[config.mk]
export PLATFORM = sky130hd
export DESIGN_NAME = gpm_pin_mux
export DESIGN_NICKNAME = d
export VERILOG_FILES = /design/src/rtl/gpm_pkg.sv /design/src/rtl/gpm_pin_mux.sv
export SDC_FILE = /design/constraint.sdc
export NUM_CORES = 1
export LEC_CHECK = 0
export ABC_AREA = 0
export BUFFER_PORTS_ARGS = -buffer_cell sky130_fd_sc_hd__buf_2
export CAP_MARGIN = 20
export CORE_MARGIN = 2
export CORE_UTILIZATION = 48
export DETAILED_ROUTE_END_ITERATION = 6
export PLACE_DENSITY = 0.85
export SYNTH_ARGS = -nofsm -noshare
export SYNTH_HDL_FRONTEND = slang
export SYNTH_SLANG_ARGS = --single-unit
[constraint.sdc]
create_clock -name clk_in -period 2.7 [get_ports clk_in]
set_input_delay 0.405 -clock clk_in [delete_from_list [all_inputs] [get_ports clk_in]]
set_output_delay 0.405 -clock clk_in [all_outputs]
set_load 0.05 [all_outputs]
[src/rtl/gpm_pkg.sv]
// Package for the GPIO / host-port / PCI pin multiplexer.
// Assumes one 250 MHz clock and a synchronous active-low reset.
//
// Function
// - Software sets each of four external interrupt edge polarities independently.
// - Pins 15..9 route as bidirectional GPIO or as PCI sideband signals.
// - After reset, pins 15..9 have no active function until one is selected.
// - Pin 3 is input-only after reset; it may be made bidirectional.
// - Pin 0 is an input by default; it may be an output or interrupt out.
// - Pin 8 is the serial-2 clock input by default; it may become GPIO 8.
// - Pin 2 drives the clock divided by six by default; it may become GPIO 2.
// - Pin 1 drives the clock divided by four by default; it may become GPIO 1.
// - The PCI strap picks host port with GPIO 15..9, or PCI, with serial-2 strap.
// - Host mode drives the host interrupt out; PCI mode uses the pin as frame.
// - Host width is caught at reset from data pin 5: low narrow, high wide.
// - With the PCI strap low, the shared data pins are the host data bus.
`default_nettype none

package gpm_pkg;

  // ==========================================================
  // Register map, word offsets on the plain register port
  // ==========================================================
  localparam logic [3:0] OFS_FUNC = 4'h0;     // Pin function select
  localparam logic [3:0] OFS_DIR = 4'h1;      // GPIO direction, 1 = output
  localparam logic [3:0] OFS_OUT = 4'h2;      // GPIO output value
  localparam logic [3:0] OFS_IN = 4'h3;       // GPIO pin levels, read only
  localparam logic [3:0] OFS_POL = 4'h4;      // External interrupt polarity
  localparam logic [3:0] OFS_STAT = 4'h5;     // Sticky event status, write one to clear
  localparam logic [3:0] OFS_MASK = 4'h6;     // Interrupt mask, 1 = enabled
  localparam logic [3:0] OFS_MODE = 4'h7;     // Strap results, read only

  // ==========================================================
  // Function register fields
  // ==========================================================
  localparam int FN_GP0_OUT = 0;     // Pin 0 output-only GPIO
  localparam int FN_GP0_INT = 1;     // Pin 0 carries the GPIO interrupt
  localparam int FN_GP1 = 2;         // Pin 1 as GPIO instead of clock/4
  localparam int FN_GP2 = 3;         // Pin 2 as GPIO instead of clock/6
  localparam int FN_GP3_BIDIR = 4;   // Pin 3 bidirectional
  localparam int FN_GP8 = 5;         // Pin 8 as GPIO instead of serial-2 clock
  localparam int FN_HI_EN = 6;       // Pins 15..9 active function enable
  localparam logic [31:0] FUNC_RST = 32'h0000_0000;

  // Status bits: [3:0] external interrupt edges, [4] pin 0 input edge
  localparam int NUM_EXT = 4;
  localparam int EXT_BASE = 4;       // External interrupts are GPIO 7..4
  localparam int ST_GP0 = 4;
  localparam int ST_W = 5;

  // Clock divider periods
  localparam int DIV4 = 4;
  localparam int DIV6 = 6;
  localparam int HDATA_W = 32;
  localparam int WIDTH_STRAP_BIT = 5;

  // Strap results gathered together
  typedef struct packed {
    logic pci_mode;
    logic serial2_en;
    logic host_port_wide;
  } gpm_strap_type;

  // One pin's drive value and enable; oe_n low while driving
  typedef struct packed {
    logic o;
    logic oe_n;
  } gpm_drive_type;

endpackage

`default_nettype wire

[src/rtl/gpm_pin_mux.sv]
// Pin multiplexer top: GPIO bank, clock outputs, strap capture, host/PCI pins.
// Assumes pins arrive as separate in/out/oe_n signals and are sampled on clk_in.
//
// The register addresses and strobed register access were decided locally.
`default_nettype none

module gpm_pin_mux #(
  parameter int GPIO_W = 16  // GPIO count, fixed by pin map
) (
  input wire logic clk_in,                        // 250 MHz clock
  input wire logic nrst_in,                       // Synchronous reset, active low
  input wire logic [3:0] reg_addr_in,             // Register word address
  input wire logic [31:0] reg_wdata_in,           // Register write data
  input wire logic reg_wr_in,                     // Write strobe
  input wire logic reg_rd_in,                     // Read strobe
  output logic [31:0] reg_rdata_out,              // Read data, cycle after strobe
  output logic irq_out,                           // Level interrupt
  input wire logic pci_enable_strap_in,           // PCI strap, high = PCI
  input wire logic serial2_enable_strap_in,       // Serial-2 strap
  input wire logic [GPIO_W-1:0] gpio_in,          // GPIO pin levels
  output logic [GPIO_W-1:0] gpio_out,             // GPIO pin drive values
  output logic [GPIO_W-1:0] gpio_oe_n_out,        // GPIO enables, low drives
  output logic serial2_ext_clock_in_out,          // Pin 8 clock to serial port 2
  output logic gpio_interrupt_out,                // Internal copy of pin-0 interrupt
  output logic [3:0] ext_irq_out,                 // Polarity-corrected ext interrupts
  output logic [6:0] pci_side_in_out,             // PCI inputs: rst,clk,gnt,idsel,cbe3
  input wire logic pci_interrupt_a_in,            // PCI core interrupt A request
  input wire logic pci_request_in,                // PCI core bus request
  input wire logic pci_cbe3_o_in,                 // PCI core byte enable 3 drive
  input wire logic pci_cbe3_oe_n_in,              // PCI core byte enable 3 enable
  input wire logic host_irq_in,                   // Host port interrupt request
  output logic host_irq_out,                      // Shared pin: host irq / frame out
  output logic host_irq_oe_n_out,                 // Its enable, low drives
  input wire logic pci_frame_o_in,                // PCI core frame drive
  input wire logic pci_frame_oe_n_in,             // PCI core frame enable
  input wire logic [3:0] host_ctl_pin_in,         // sel_hi, sel_lo, halfword, rw pins
  output logic [3:0] host_ctl_out,                // Those pins in host mode (halfword only when narrow), else 0
  output logic [3:0] pci_ctl_out,                 // devsel, stop, trdy, cbe2 in PCI
  input wire logic [gpm_pkg::HDATA_W-1:0] host_data_pin_in,  // Shared data pin levels
  input wire logic [gpm_pkg::HDATA_W-1:0] host_data_o_in,    // Data to drive from core
  input wire logic host_data_drive_in,                       // Core wants to drive data
  output logic [gpm_pkg::HDATA_W-1:0] host_data_out,         // Shared data drive values
  output logic [gpm_pkg::HDATA_W-1:0] host_data_oe_n_out,    // Enables, low drives
  output logic host_port_narrow_out,              // Host bus 16 bits
  output logic host_port_wide_out,                // Host bus 32 bits
  output logic pci_mode_out                       // PCI selected
);
  localparam int HDATA_W = gpm_pkg::HDATA_W;

  // Only the sixteen-pin map is wired up below
  if (GPIO_W != 16) begin : g_bad_width
    $error("GPIO_W must be 16");
  end

  // ==========================================================
  // Registers
  // ==========================================================
  logic [31:0] func;
  logic [GPIO_W-1:0] dir;
  logic [GPIO_W-1:0] dout;
  logic [3:0] ext_irq_polarity_field;
  logic [gpm_pkg::ST_W-1:0] stat;
  logic [gpm_pkg::ST_W-1:0] mask;
  gpm_pkg::gpm_strap_type strap;
  logic [GPIO_W-1:0] gin_q;
  logic [2:0] div6_cnt;
  logic [1:0] div4_cnt;
  logic clk6;
  logic clk4;

  // Register decode
  wire wr_func = reg_wr_in && (reg_addr_in == gpm_pkg::OFS_FUNC);
  wire wr_dir = reg_wr_in && (reg_addr_in == gpm_pkg::OFS_DIR);
  wire wr_out = reg_wr_in && (reg_addr_in == gpm_pkg::OFS_OUT);
  wire wr_pol = reg_wr_in && (reg_addr_in == gpm_pkg::OFS_POL);
  wire wr_stat = reg_wr_in && (reg_addr_in == gpm_pkg::OFS_STAT);
  wire wr_mask = reg_wr_in && (reg_addr_in == gpm_pkg::OFS_MASK);

  // Strap capture: held in reset and frozen after release
  always_ff @(posedge clk_in) begin
    if (!nrst_in) begin
      strap.pci_mode <= pci_enable_strap_in;
      strap.serial2_en <= serial2_enable_strap_in;
      strap.host_port_wide <= host_data_pin_in[gpm_pkg::WIDTH_STRAP_BIT];
    end
  end

  // Control registers
  always_ff @(posedge clk_in) begin
    if (!nrst_in) begin
      func <= gpm_pkg::FUNC_RST;
      dir <= '0;
      dout <= '0;
      ext_irq_polarity_field <= 4'h0;
      mask <= '0;
    end else begin
      if (wr_func) func <= reg_wdata_in;
      if (wr_dir) dir <= reg_wdata_in[GPIO_W-1:0];
      if (wr_out) dout <= reg_wdata_in[GPIO_W-1:0];
      if (wr_pol) ext_irq_polarity_field <= reg_wdata_in[3:0];
      if (wr_mask) mask <= reg_wdata_in[gpm_pkg::ST_W-1:0];
    end
  end

  // ==========================================================
  // Edge events and interrupt
  // ==========================================================
  // Polarity bit high means falling edge is active
  wire [3:0] ext_now = gpio_in[gpm_pkg::EXT_BASE +: gpm_pkg::NUM_EXT];
  wire [3:0] ext_old = gin_q[gpm_pkg::EXT_BASE +: gpm_pkg::NUM_EXT];
  wire [3:0] ext_lvl = ext_now ^ ext_irq_polarity_field;
  wire [3:0] ext_oldl = ext_old ^ ext_irq_polarity_field;
  wire [3:0] ext_edge = ext_lvl & ~ext_oldl;
  wire gp0_edge = gpio_in[0] & ~gin_q[0];
  wire [gpm_pkg::ST_W-1:0] ev = {gp0_edge, ext_edge};
  // Set wins over a write-one clear in the same cycle
  wire [gpm_pkg::ST_W-1:0] next_stat =
    (stat & ~(wr_stat ? reg_wdata_in[gpm_pkg::ST_W-1:0] : '0)) | ev;

  always_ff @(posedge clk_in) begin
    if (!nrst_in) begin
      // Load the live levels so pulled-up pins give no false edge after reset
      gin_q <= gpio_in;
      stat <= '0;
    end else begin
      gin_q <= gpio_in;
      stat <= next_stat;
    end
  end

  assign irq_out = |(stat & mask);
  assign ext_irq_out = ext_lvl;

  // ==========================================================
  // Clock dividers, enable-style counters on the one clock
  // ==========================================================
  always_ff @(posedge clk_in) begin
    if (!nrst_in) begin
      div6_cnt <= '0;
      div4_cnt <= '0;
      clk6 <= 1'b0;
      clk4 <= 1'b0;
    end else begin
      div6_cnt <= (div6_cnt == 3'(gpm_pkg::DIV6 - 1)) ? 3'h0 : div6_cnt + 3'h1;
      div4_cnt <= div4_cnt + 2'h1;
      clk6 <= (div6_cnt < 3'(gpm_pkg::DIV6 / 2)) ? 1'b0 : 1'b1;
      clk4 <= div4_cnt[1];
    end
  end

  // ==========================================================
  // GPIO pin muxing
  // ==========================================================
  wire hi_en = func[gpm_pkg::FN_HI_EN];
  wire pci = strap.pci_mode;
  logic [GPIO_W-1:0] next_o;
  logic [GPIO_W-1:0] next_oen;

  always_comb begin
    next_o = dout;
    next_oen = ~dir;
    // Pins 7..4: plain GPIO with interrupt capture
    // Pin 3: input-only until made bidirectional
    if (!func[gpm_pkg::FN_GP3_BIDIR]) next_oen[3] = 1'b1;
    // Pin 0: input, output-only GPIO or interrupt out
    next_oen[0] = 1'b1;
    if (func[gpm_pkg::FN_GP0_INT]) begin
      next_o[0] = irq_out;
      next_oen[0] = 1'b0;
    end else if (func[gpm_pkg::FN_GP0_OUT]) begin
      next_oen[0] = 1'b0;
    end
    // Pin 1 and 2: clock outputs unless reassigned
    if (!func[gpm_pkg::FN_GP1]) begin
      next_o[1] = clk4;
      next_oen[1] = 1'b0;
    end
    if (!func[gpm_pkg::FN_GP2]) begin
      next_o[2] = clk6;
      next_oen[2] = 1'b0;
    end
    // Pin 8: serial-2 clock input by default
    if (!func[gpm_pkg::FN_GP8]) next_oen[8] = 1'b1;
    // Pins 15..9: idle until enabled, then GPIO or PCI sideband
    if (!hi_en) begin
      next_oen[15:9] = 7'h7f;
    end else if (pci) begin
      next_oen[15:9] = 7'h7f;
      next_o[13] = 1'b0;                                          // Open drain, pulls low only
      next_oen[13] = ~pci_interrupt_a_in;
      next_o[11] = pci_request_in;
      next_oen[11] = 1'b0;
      next_o[10] = pci_cbe3_o_in;
      next_oen[10] = pci_cbe3_oe_n_in;
    end
  end

  // Pin outputs are registered so data outputs come from flip-flops
  always_ff @(posedge clk_in) begin
    if (!nrst_in) begin
      gpio_out <= '0;
      gpio_oe_n_out <= '1;
    end else begin
      gpio_out <= next_o;
      gpio_oe_n_out <= next_oen;
    end
  end

  assign serial2_ext_clock_in_out = func[gpm_pkg::FN_GP8] ? 1'b0 : gpio_in[8];
  assign gpio_interrupt_out = func[gpm_pkg::FN_GP0_INT] & irq_out;
  // rst, clk, gnt, idsel, cbe3 as seen by the PCI core; zero when not PCI
  assign pci_side_in_out = (hi_en && pci) ?
    {gpio_in[15], gpio_in[14], gpio_in[12], gpio_in[9], gpio_in[10], 2'h0} : 7'h00;

  // ==========================================================
  // Host port / PCI shared pins
  // ==========================================================
  wire narrow = !strap.host_port_wide;
  // Host interrupt driven in host mode, frame by PCI core otherwise
  assign host_irq_out = pci ? pci_frame_o_in : host_irq_in;
  assign host_irq_oe_n_out = pci ? pci_frame_oe_n_in : 1'b0;
  // Host drives the control pins; the device only steers them
  assign host_ctl_out = pci ? 4'h0 :
    {host_ctl_pin_in[3:2], host_ctl_pin_in[1] & narrow, host_ctl_pin_in[0]};
  assign pci_ctl_out = pci ? host_ctl_pin_in : 4'h0;

  // Data bus: upper half left undriven in narrow host mode
  genvar gi;
  generate
    for (gi = 0; gi < HDATA_W; gi++) begin : g_hd
      wire used = pci || !narrow || (gi < 16);
      assign host_data_out[gi] = host_data_o_in[gi];
      assign host_data_oe_n_out[gi] = !(host_data_drive_in && used);
    end
  endgenerate

  assign host_port_narrow_out = !pci && narrow;
  assign host_port_wide_out = !pci && !narrow;
  assign pci_mode_out = pci;

  // ==========================================================
  // Register read port
  // ==========================================================
  logic [31:0] rd_mux;
  always_comb begin
    case (reg_addr_in)
      gpm_pkg::OFS_FUNC: rd_mux = func;
      gpm_pkg::OFS_DIR: rd_mux = {16'h0, dir};
      gpm_pkg::OFS_OUT: rd_mux = {16'h0, dout};
      gpm_pkg::OFS_IN: rd_mux = {16'h0, gin_q};
      gpm_pkg::OFS_POL: rd_mux = {28'h0, ext_irq_polarity_field};
      gpm_pkg::OFS_STAT: rd_mux = {27'h0, stat};
      gpm_pkg::OFS_MASK: rd_mux = {27'h0, mask};
      gpm_pkg::OFS_MODE: rd_mux = {29'h0, strap};
      default: rd_mux = 32'h0;
    endcase
  end

  always_ff @(posedge clk_in) begin
    if (!nrst_in) reg_rdata_out <= 32'h0;
    else reg_rdata_out <= reg_rd_in ? rd_mux : 32'h0;
  end

endmodule

`default_nettype wire

[After elaboration in Yosys (flattened, before gate mapping)]
Index checks and enable logic that the tools add are counted.
Storage, ports and cells
  bits in registers: 168
  bits in latches: 0
  bits in writable memories: 0
  ROM bits: 0
  output and inout port bits: 155
  word-level logic and storage cells: 92
  memories kept: 0
Operators by class
  add/subtract/negate cells: 2
  multipliers: 0
  div/mod/pow operators: 0
  $lt $le $gt $ge: 1
  equal/unequal tests: 8
  shift-type cells: 0
  mux-type cells: 21
  bitwise logic cells: 16
  reductions and logical operators: 23
Operators by type and width (number)
  $pmux W32 S8: 1
  $eq A4 B3 Y1 const B: 4
  $not A16 Y16: 1
  $mux W1: 13
  $and A5 B5 Y5: 2
  $logic_and A1 B1 Y1: 10
  $mux W5: 2
  $eq A4 B2 Y1 const B: 2
  $mux W4: 2
  $reduce_and A2 Y1: 4
  $xor A4 B4 Y4: 2
  $mux W7: 1
  $not A5 Y5: 1
  $or A5 B5 Y5: 1
  $reduce_or A5 Y1: 1
  $and A4 B4 Y4: 1
  $eq A4 B1 Y1 const B: 1
  $logic_not A1 Y1: 4
  $logic_not A4 Y1: 1
  $mux W2: 2
  $not A1 Y1: 4
  $not A4 Y4: 1
  $add A3 B1 Y3 const B: 1
  $and A1 B1 Y1: 3
  6 further kinds: 6

[Logic depth before layout (Yosys ltp)]
Gate-level depths: netlist (run 1).
  depth in word-level cells: 6
  gate-level depth with buffers: 6
  gate-level depth less buffers: 5

[Worst setup path after synthesis (run 1)]
No wires, ideal clock.
  path type: register -> output
  start: register strap (netlist bit pci_mode_out)
  end: output host_data_oe_n_out[17] (netlist bit)
  arrival time: 3366 ps
  required time: 2295 ps
  setup slack: -1071 ps
  stages on the path, launching flop included: 5
  path buffers: 3
  path through: edfxtp_1 clkbuf_1 clkbuf_1 o21ai_0 buf_4
Between the ends
  cells in the longest elaborated chain, start to end: 3
Ends and longest elaborated chain
  from (decl): line gpm_pin_mux.sv:64  | gpm_pkg::gpm_strap_type strap;
  $logic_or A1 B1 Y1
  $logic_and A1 B1 Y1
  $logic_not A1 Y1
  to (decl): line gpm_pin_mux.sv:43  | output logic [gpm_pkg::HDATA_W-1:0] host_data_oe_n_out,
No other way between the ends.

[Final worst setup path (run 1)]
  start: register strap (netlist bit pci_mode_out)
  end: output host_data_oe_n_out[23] (netlist bit)
Between the ends
  cells in the longest elaborated chain, start to end: 3
Ends and longest elaborated chain
  $logic_or A1 B1 Y1: line gpm_pin_mux.sv:231  | wire used = pci || !narrow || (gi < 16);
  $logic_and A1 B1 Y1: line gpm_pin_mux.sv:233  | assign host_data_oe_n_out[gi] = !(host_data_drive_in && used);
  $logic_not A1 Y1: line gpm_pin_mux.sv:233
No other way between the ends.

==> flow_summary.toml, run 1 <==
[sta]
tightest_slew_ns = 0.652
fin_worst_skew_ns = 0.00649
slew_headroom_pct = 56.2
final.setup.tns_ns = 0
hold_violations = 0
post-route-period-util_pct = 84.9
finalCriticalPeriod_ns = 2.29
grt_setup_unrepaired = "false"
setup_viol = 0
slew_violations = 0
fmax_mhz = 436
setup_ws_ns = 0.408

[yosys]
ys_seq_elements = 168
yosys_warnings = 0
synth_top_cell_by_area = "dfxtp_1"
synthArstFlopShare_pct = 0
netlist_instances = 766
yosysSeqAreaShare_pct = 48.3
netlist_area_mm2 = 0.00703
netlist-cell-type-count = 49
ys.flop_type = "dfxtp_1"
synth_edf_count = 3
synth.avg_cell_area_um2 = 9.18
synthTopCellsByArea = "dfxtp_1 47%, buf_4 7.0%, nand3_1 5.8%"
synth_top_area_share_pct = 47.0

[setup_path]
timing.critical_path.to_type = "output port"
r2r_cells = 4
cp_max_fo = 21
crit_end = "host_data_oe_n_out[23]"
critPathLaunch = "pci_mode_out"
worstSetupStartpointType = "register"
cp.arrival_ns = 1.89
r2r_end = "reg_rdata_out[2]"
r2r-start = "pci_mode_out"
worstPathRequired_ns = 2.30
path_class = "reg -> out"
r2r_setup_slack_ns = 1.02

[routing]
drt_iter0_drc = 634
dr.pass1.iters = 5
via_count = 5879
totalWireLength_um = 18300
detail_route.wl_per_cell_um = 17.2
antenna_left = 0
drcViolationCount = 0
drt-vias-per-instance = 5.54

[clocking]
clk_path_buf_depth = 2
cts_resized = 0
cts-root-buf = "clkbuf_16"
cts_buffers = 17
clk_latency_ns = 0.42
hold_buffers = 0
path_clk_slew_ns = 0.06
cts_setup_buffers = 0
cts_tree = "built"
cts_sinks = 168
h-tree-depth = 4

[place]
placed_cell_area_mm2 = 0.00754
place.gp.congestion = 0.891
port_buffers = 191
post-place-ws_ns = 0.664
place_hpwl_um = 12200

[pwr]
power_density_mw_per_mm2 = 679
leakagePower_nw = 3.38
peakVddDrop_mv = 0.432
total_power_mw = 5.50

[grt]
grt_max_degree = 87
grt_overflow = 0
antenna_found_initial = 1
grtUsageTotal_pct = 22.7
grt_pass1_vias = 5432
grt_pass1_wl_um = 28500

[floorplanning]
fp-row-count = 44
num_io_pins = 289
fp.dieH_um = 125
core_mm2 = 0.0144
dieArea_mm2 = 0.0156
die-width_um = 125
start_util_pct = 48.7

[cells_and_area]
fillers = 1310
seq_area_mm2 = 0.00339
drive_gt1_share_pct = 29.1
area_delta_synth_final_pct = 15.3
insertedDiodeCount = 0
final_area_mm2 = 0.00811
multi_input_area_mm2 = 0.00276
nets = 1001

[worst_hold_path]
hold_path_class = "in -> reg"

[run]
cap_violations = 0

[status]
status = "complete, no violations"
==> per-layer routing <==
layer / share of wire (%) / vias up / track usage [%]
li1: - / 2791 / -
met1: 40 / 2717 / 28.7
met3: 11 / 46 / 7.10
met5: 0.071 / - / 0
met2: 47 / 323 / 35.7
met4: 2.5 / 2 / 10.3
==> state kept, by name, indices dropped and copies added (netlist names) <==
register	cells
dout	16
mask	5
stat	5
strap	2
div6_cnt	3
gpio_oe_n_out	16
clk4	1
reg_rdata_out	32
gpio_out	16
gin_q	16
ext_irq_polarity_field	4
dir	16
func	32
div4_cnt	2
pci_mode_out	1
clk6	1
==> worst max-delay path, stage by stage (launching register included) <==
cell and delay, ns:
edfxtp_1 0.63, o21ai_2 0.48, buf_2 0.35
==> through the flow <==
stage	hold WS, ns	utilization, %	cells
floorplan	0.367	-	767
global placement	0.379	52.3	1030
detailed placement	0.386	52.3	1030
CTS	0.0684	56.2	1061
global route	0.0596	56.2	1061
finish	0.0826	56.2	1061
==> cell type report <==
cell class              instances  area share, %
inverters                      11          0.509
well taps                     184           2.84
flip-flops and latches        168           41.8
clock inverters                 8          0.864
clock buffers                  23           6.14
multi-input cells             460           34.1
repair buffers                207           13.7
==> cells in the final DEF, fill, tap and decap left out, drive strengths merged, types with 23 or more instances in the layout <==
| cell | netlist | final |
|---|---|---|
| buf | 101 | 207 |
| o21ai | 86 | 86 |
| nand3 | 81 | 81 |
| clkbuf | 27 | 23 |
| mux2i | 25 | 25 |
| dfxtp | 165 | 165 |
| a21oi | 77 | 77 |
| nor2 | 30 | 30 |
| and2 | 34 | 34 |
| nand2 | 23 | 23 |
==> worst min-delay path by stage <==
stage / startpoint / endpoint / slack (ns) / depth (start not counted)
floorplan: dir[4] / gpio_oe_n_out[4] / 0.37 / 1
global placement: dir[15] / gpio_oe_n_out[15] / 0.38 / 1
detailed placement: dir[14] / gpio_oe_n_out[14] / 0.39 / 1
CTS: gpio_in[1] / gin_q[1] / 0.07 / 1
global route: gpio_in[1] / gin_q[1] / 0.06 / 1
finish: gpio_in[1] / gin_q[1] / 0.08 / 1
==> synthesized netlist by cell type (4+ instances only) <==
| library cell | count |
|---|---|
| a41oi_1 | 4 |
| nor3b_1 | 9 |
| clkbuf_1 | 26 |
| o21ai_0 | 67 |
| buf_2 | 21 |
| buf_4 | 66 |
| buf_6 | 13 |
| and2_1 | 34 |
| a21oi_1 | 77 |
| and3_1 | 11 |
| nor2_1 | 29 |
| dfxtp_1 | 165 |
| xor2_1 | 4 |
| a31oi_1 | 5 |
| mux2i_1 | 25 |
| nand2_1 | 23 |
| nor2b_1 | 7 |
| nand3_1 | 81 |
| nand3b_1 | 4 |
| o21ai_1 | 19 |
| o22a_1 | 11 |
| mux2_2 | 7 |
| inv_1 | 11 |
| and3b_1 | 10 |
==> cells by family after synthesis <==
group	count (synthesis)	synth area share, %
multiplexers	32	4.68
XOR/XNOR	5	0.623
adder cells (fa/ha/maj)	2	0.356
buffers and inverters	139	12.7
flip-flops	168	48.3
AND/OR/NAND/NOR	223	17.8
other	1	0.0533
AO/OA/AOI/OAI	196	15.5
==> report_power, final <==
group / leakage [nW] / switching, mW / internal (mW) / total [mW]
Sequential: 1.37 / 0.0402 / 2.54 / 2.58
Combinational: 1.73 / 0.452 / 0.166 / 0.619
Clock: 0.281 / 0.931 / 1.38 / 2.31
Total: 3.38 / 1.42 / 4.08 / 5.50
Note: power is estimated with default switching activity, not from simulation.
==> inputs of run 2 (changes only) <==
--- a/config.mk
+++ b/config.mk
@@ -5,13 +5,13 @@
 export SDC_FILE = /design/constraint.sdc
 export NUM_CORES = 1
 export LEC_CHECK = 0
-export ABC_AREA = 0
+export ABC_AREA = 1
 export BUFFER_PORTS_ARGS = -buffer_cell sky130_fd_sc_hd__buf_2
 export CAP_MARGIN = 20
 export CORE_MARGIN = 2
-export CORE_UTILIZATION = 48
+export CORE_UTILIZATION = 43
 export DETAILED_ROUTE_END_ITERATION = 6
-export PLACE_DENSITY = 0.85
+export PLACE_DENSITY = 0.82
 export SYNTH_ARGS = -nofsm -noshare
 export SYNTH_HDL_FRONTEND = slang
 export SYNTH_SLANG_ARGS = --single-unit
==> constraint.sdc (replaced) <==
create_clock -name clk_in -period 1.9 [get_ports clk_in]
set_input_delay 0.285 -clock clk_in [delete_from_list [all_inputs] [get_ports clk_in]]
set_output_delay 0.285 -clock clk_in [all_outputs]
set_load 0.05 [all_outputs]
==> run 2 against run 1 <==
Against the previous run: non-clock buffer count is 22 higher; clock skew is 0.0018 ns higher; clock-buffer cell count is 6 lower; die area is 3.2% higher; hold slack worse by 0.049 ns; area after synthesis is 7.5% lower; flip-flop and latch count stayed put; sequential power is 42% higher; final area is 1.0% lower; critical path depth is 2 higher; register-to-register slack worse by 0.28 ns; critical endpoint is now host_ctl_out[3]; largest cell class unchanged; highest routed layer is now met4.
==> flow_summary.toml, run 2 <==
[yosys]
synth_common_cells = "165 x dfxtp_1, 120 x nand2_1, 99 x inv_1"
netlist_instances = 822
netlist_area_mm2 = 0.00650
synth_top_cell_by_area = "dfxtp_1"
netlist-cell-type-count = 24
yosysMostFrequentCell = "dfxtp_1"
yosys_warnings = 0
synth.avg_cell_area_um2 = 7.91
ys.flop_type = "dfxtp_1"
yosysSeqAreaShare_pct = 52.2
ys_seq_elements = 168
synthArstFlopShare_pct = 0
synth_edf_count = 3
synth_top_area_share_pct = 50.8
synthTopCellsByArea = "dfxtp_1 51%, buf_4 7.5%, a21oi_1 7.3%"

[sta]
setup_ws_ns = 0.0828
grt_setup_unrepaired = "false"
hold_violations = 0
fmax_mhz = 550
holdWs_ns = 0.0334
finalCriticalPeriod_ns = 1.82
setup_viol = 0
fin_worst_skew_ns = 0.00828
slew_violations = 0
post-route-period-util_pct = 95.6
final.setup.tns_ns = 0

[routing]
drt_iter0_drc = 411
drt-vias-per-instance = 4.93
detail_route.wl_per_cell_um = 14.3
via_count = 5764
totalWireLength_um = 16700
drcViolationCount = 0
antenna_left = 0
dr.pass1.iters = 5

[setup_path]
timing.critical_path.to_type = "output port"
cp_slowest_cell = "edfxtp_1"
critPathTopFamily = "buffers and inverters"
cpPeakStageDelay_ns = 0.38
path_cells = "buf_6 > buf_4 > nor2_1 > buf_2"
worstPathRequired_ns = 1.62
cp.arrival_ns = 1.53
path_class = "reg -> out"
worstSetupStartpointType = "register"
r2r-start = "pci_mode_out"
r2r_setup_slack_ns = 0.74
cp_max_fo = 17
r2r_cells = 4
r2r_end = "gpio_oe_n_out[14]"
crit_buf_inv = 3

[cells_and_area]
insertedDiodeCount = 0
drive_gt1_share_pct = 26.2
reg_top3 = "func: 32 flops, reg_rdata_out: 32 flops"
nets = 1107
final_area_mm2 = 0.00803
final_util_pct = 54.8
area_delta_synth_final_pct = 23.4
final_common_cell = "buf_2"
final_cell_mix = "173 x buf_2, 165 x dfxtp_1, 119 x nand2_1"

[floorplanning]
core_mm2 = 0.0146
num_io_pins = 289
dieArea_mm2 = 0.0161
fp-row-count = 44
fp.dieH_um = 127
start_util_pct = 44.4
die-width_um = 127

[grt]
grtUsageTotal_pct = 20.5
grt_pass1_vias = 5366
antenna_found_initial = 0
grt_overflow = 0
grt_max_degree = 52
grt_pass1_wl_um = 25800

[clocking]
clk_latency_ns = 0.43
clk_path_buf_depth = 2
cts_tree = "built"
cts_buffers = 17
path_clk_slew_ns = 0.06
cts_sinks = 168
h-tree-depth = 4
cts-root-buf = "clkbuf_16"

[run]
cap_violations = 0

[place]
place_hpwl_um = 11500
post-place-ws_ns = 0.237
place.gp.congestion = 0.862
port_buffers = 191
placed_cell_area_mm2 = 0.00722

[worst_hold_path]
holdPathStages = 1
whs_endpoint = "pci_mode_out"
hold_path_class = "in -> reg"
holdCritStartpoint = "pci_enable_strap_in"

[status]
status = "complete, no violations"

[pwr]
power_density_mw_per_mm2 = 980
leakagePower_nw = 3.66
peakVddDrop_mv = 0.572
[run 2: changes by cell type in the layout (fill, tap and decap cells not counted), moves of 16 or more]
cell / before / now
nand2_1: 23 / 119
inv_1: 10 / 99
and2_1: 34 / 0
nor2_1: 29 / 62
nand3_1: 81 / 50
mux2i_1: 25 / 0
a21oi_1: 77 / 95
buf_2: 191 / 173
clkbuf_4: 0 / 18
o21ai_0: 66 / 84
nor3_1: 0 / 17
dlygate4sd3_1: 0 / 16
[run 2: stage by stage]
| step | std cells | power [mW] |
|---|---|---|
| 6_report | 1168 | 7.87 |
| 2_1_floorplan | 823 | 4.55 |
| 3_3_place_gp | 1118 | 4.56 |
| 3_5_place_dp | 1118 | 4.57 |
| 4_1_cts | 1166 | 7.88 |
| 5_1_grt | 1168 | 8.14 |
[run 2: power by group]
part	switching [mW]	internal, mW
clock	1.49	1.83
combinational	0.634	0.246
sequential	0.0505	3.62
[run 2: what timing repair did]
item	CTS	global route
setup buffers	0	1
endpoints found under the hold margin	16	0
gates cloned	0	1
resized for setup	1	21
hold buffers	16	0
endpoints found under the setup margin	21	22
pin swaps	0	1
[run 2: cell type report]
cell class,instances,area (um2)
clock inverters,15,140
clock buffers,17,425
multi-input cells,454,2130
flip-flops and latches,168,3390
fillers,1324,6620
well taps,184,230
repair buffers,229,1330
inverters,101,379
[run 2: cells by family after synthesis]
kind of cell             synth area share, %
AND/OR/NAND/NOR                         16.9
XOR/XNOR                               0.269
other                                 0.0577
buffers and inverters                   15.7
AO/OA/AOI/OAI                           14.6
flip-flops                              52.2
adder cells (fa/ha/maj)                0.385
[run 2: worst max path at each step]
stage	startpoint	endpoint	slack, ns	cells after the start
after detailed placement	reg_addr_in[0]	reg_rdata_out[5]	0.24	7
final	pci_mode_out	host_ctl_out[3]	0.08	4
after global routing	pci_mode_out	host_ctl_out[3]	0.02	4
after global placement	reg_addr_in[0]	reg_rdata_out[5]	0.25	7
after CTS	strap[0]	host_data_oe_n_out[28]	-0.02	2
after floorplan	pci_mode_out	host_ctl_out[0]	-0.12	3
[run 2: metal layers]
metal  vias to the layer above  wire, um  global-route usage [%]
met4                         0       306                    6.98
li1                       2868         -                       -
met3                        25      1130                    6.16
met5                         -         0                       0
met2                       224      8420                    36.7
met1                      2647      6850                    23.3
[run 2: worst reg2reg max path: stages, from the launching register on]
cell	delay (ns)
edfxtp_1	0.38
buf_6	0.19
buf_4	0.18
nor2_1	0.21
nand2_1	0.08
==> inputs of run 3 (changes only) <==
--- a/config.mk
+++ b/config.mk
@@ -11,7 +11,8 @@
 export CORE_MARGIN = 2
 export CORE_UTILIZATION = 43
 export DETAILED_ROUTE_END_ITERATION = 6
-export PLACE_DENSITY = 0.82
+export PLACE_DENSITY_LB_ADDON = 0.3
+export SKIP_LAST_GASP = 1
 export SYNTH_ARGS = -nofsm -noshare
 export SYNTH_HDL_FRONTEND = slang
 export SYNTH_SLANG_ARGS = --single-unit
==> run 3 against run 2 <==
Against the previous run: first-iteration DRC count decreased by 19%; clock skew about the same; cell count increased by 0.34%; sequential power about the same; non-clock buffer count increased by 5; highest routed layer unchanged; register-to-register slack improved by 0.02 ns; routed wire length decreased by 1.2%; core utilization increased by 1.3 points; sequential share of layout area decreased by 1.0 points; clock power increased by 23%.
==> flow_summary.toml, run 3 (synthesis gave the netlist of run 2 again) <==
[routing]
drcViolationCount = 0
dr.pass1.iters = 5
detail_route.wl_per_cell_um = 14.1
drt-vias-per-instance = 4.83
via_count = 5663
totalWireLength_um = 16500
drt_iter0_drc = 332
antenna_left = 0

[setup_path]
timing.critical_path.to_type = "output port"
worstPathRequired_ns = 1.62
r2r-start = "pci_mode_out"
r2r_end = "gpio_oe_n_out[9]"
worstSetupStartpointType = "register"
cpPeakStageDelay_ns = 0.38
crit_top_cell = "buf_4"
cp.arrival_ns = 1.52
path_cells = "buf_4 > o21ai_4 > buf_12 > buf_4"
r2r_cells = 4
cp_max_fo = 16
cp_slowest_cell = "edfxtp_1"
r2r_setup_slack_ns = 0.76
path_class = "reg -> out"

[grt]
grt_pass1_wl_um = 25700
grtUsageTotal_pct = 20.6
grt_overflow = 0
antenna_found_initial = 0
grt_pass1_vias = 5094
grt_max_degree = 39

[clocking]
cts_tree = "built"
cts_buffers = 17
clk_path_buf_depth = 2
cts_sinks = 168
h-tree-depth = 4
clk_latency_ns = 0.43
cts-root-buf = "clkbuf_16"
path_clk_slew_ns = 0.06

[sta]
setup_viol = 0
grt_setup_unrepaired = "false"
hold_violations = 0
fin_worst_skew_ns = 0.00869
fmax_mhz = 554
slew_violations = 0
finalCriticalPeriod_ns = 1.81
holdWs_ns = 0.0299
post-route-period-util_pct = 95.0

[cells_and_area]
final_common_cell = "buf_2"
seq_area_mm2 = 0.00339
drive_gt1_share_pct = 26.4
multi_input_area_mm2 = 0.00211
reg_top3 = "func: 32 flops, reg_rdata_out: 32 flops"
insertedDiodeCount = 0
nets = 1111
final_cell_mix = "170 x buf_2, 165 x dfxtp_1, 119 x nand2_1"
area_delta_synth_final_pct = 26.5
fillers = 1348
final_area_mm2 = 0.00822

[worst_hold_path]
hold_path_class = "in -> reg"
whs_endpoint = "strap[1]"
holdCritStartpoint = "serial2_enable_strap_in"
holdPathStages = 1

[run]
cap_violations = 0

[floorplanning]
dieArea_mm2 = 0.0161
num_io_pins = 289
fp-row-count = 44
core_mm2 = 0.0146
die-width_um = 127
start_util_pct = 44.4
fp.dieH_um = 127

[status]
status = "complete, no violations"

[place]
place_hpwl_um = 11600
place.gp.congestion = 0.857
port_buffers = 191
placed_cell_area_mm2 = 0.00727

[pwr]
leakagePower_nw = 3.75
peakVddDrop_mv = 0.634
power_density_mw_per_mm2 = 1050
run 3: cell types whose count changed in the layout (fill, tap and decap cells not counted), sizes merged:
cell and change:
clkinvlp -2, bufinv +6, clkbuf -14, buf +23, clkinv -2, inv -6
o21ai -1
run 3: how the worst max path moves through the flow:
stage | start | end | depth (start not counted)
after global routing | stat[4] | gpio_interrupt_out | 7
after global placement | pci_mode_out | pci_side_in_out[2] | 3
final | pci_mode_out | host_data_oe_n_out[27] | 4
after floorplan | pci_mode_out | host_ctl_out[0] | 3
after detailed placement | pci_mode_out | pci_side_in_out[2] | 3
after CTS | pci_mode_out | pci_side_in_out[2] | 3
run 3: routing by layer:
| layer | wire length (um) | GRT usage, % | vias up |
|---|---|---|---|
| li1 | - | - | 2858 |
| met1 | 7180 | 26.0 | 2559 |
| met2 | 7840 | 34.1 | 221 |
| met3 | 1210 | 5.11 | 25 |
| met4 | 295 | 7.76 | 0 |
| met5 | 0 | 0 | - |
run 3: metrics by stage:
stage          util (%)  setup TNS [ns]  std cells  power, mW  worst slack, ns
6_report           56.2               0       1172       8.64           0.0942
5_1_grt            56.2               0       1172       8.92           0.0191
4_1_cts            56.1         -0.0135       1171       8.70          -0.0135
3_5_place_dp       49.7               0       1121       4.58            0.141
3_3_place_gp       49.7               0       1121       4.58            0.180
2_1_floorplan         -           -2.16        823       4.55           -0.123
run 3: cell type report:
class,count,area share [%]
Clock buffer,21,5.60
Clock inverter,11,2.94
Inverter,101,4.61
Multi-Input combinational cell,453,25.7
Sequential cell,168,41.3
Tap cell,184,2.80
Timing Repair Buffer,234,17.1
run 3: report_power, final:
part | switching, mW | leakage, nW | internal (mW)
logic | 0.632 | 2.04 | 0.265
registers | 0.0485 | 1.37 | 3.62
clock network | 1.39 | 0.342 | 2.67
total | 2.07 | 3.75 | 6.56
run 3: timing repair:
action,4_1_cts,5_1_grt
endpoints found under the setup margin,33,26
setup buffers,2,1
hold endpoints to repair,16,0
hold buffers,16,0
pin swaps,1,0
resized for setup,21,1
run 3: critical path, delay by kind of cell (launching register included):
| family | cells | cell delay [ns] |
|---|---|---|
| DFF | 1 | 0.38 |
| AOI/OAI and AO/OA | 1 | 0.17 |
| buffers and inverters | 3 | 0.54 |
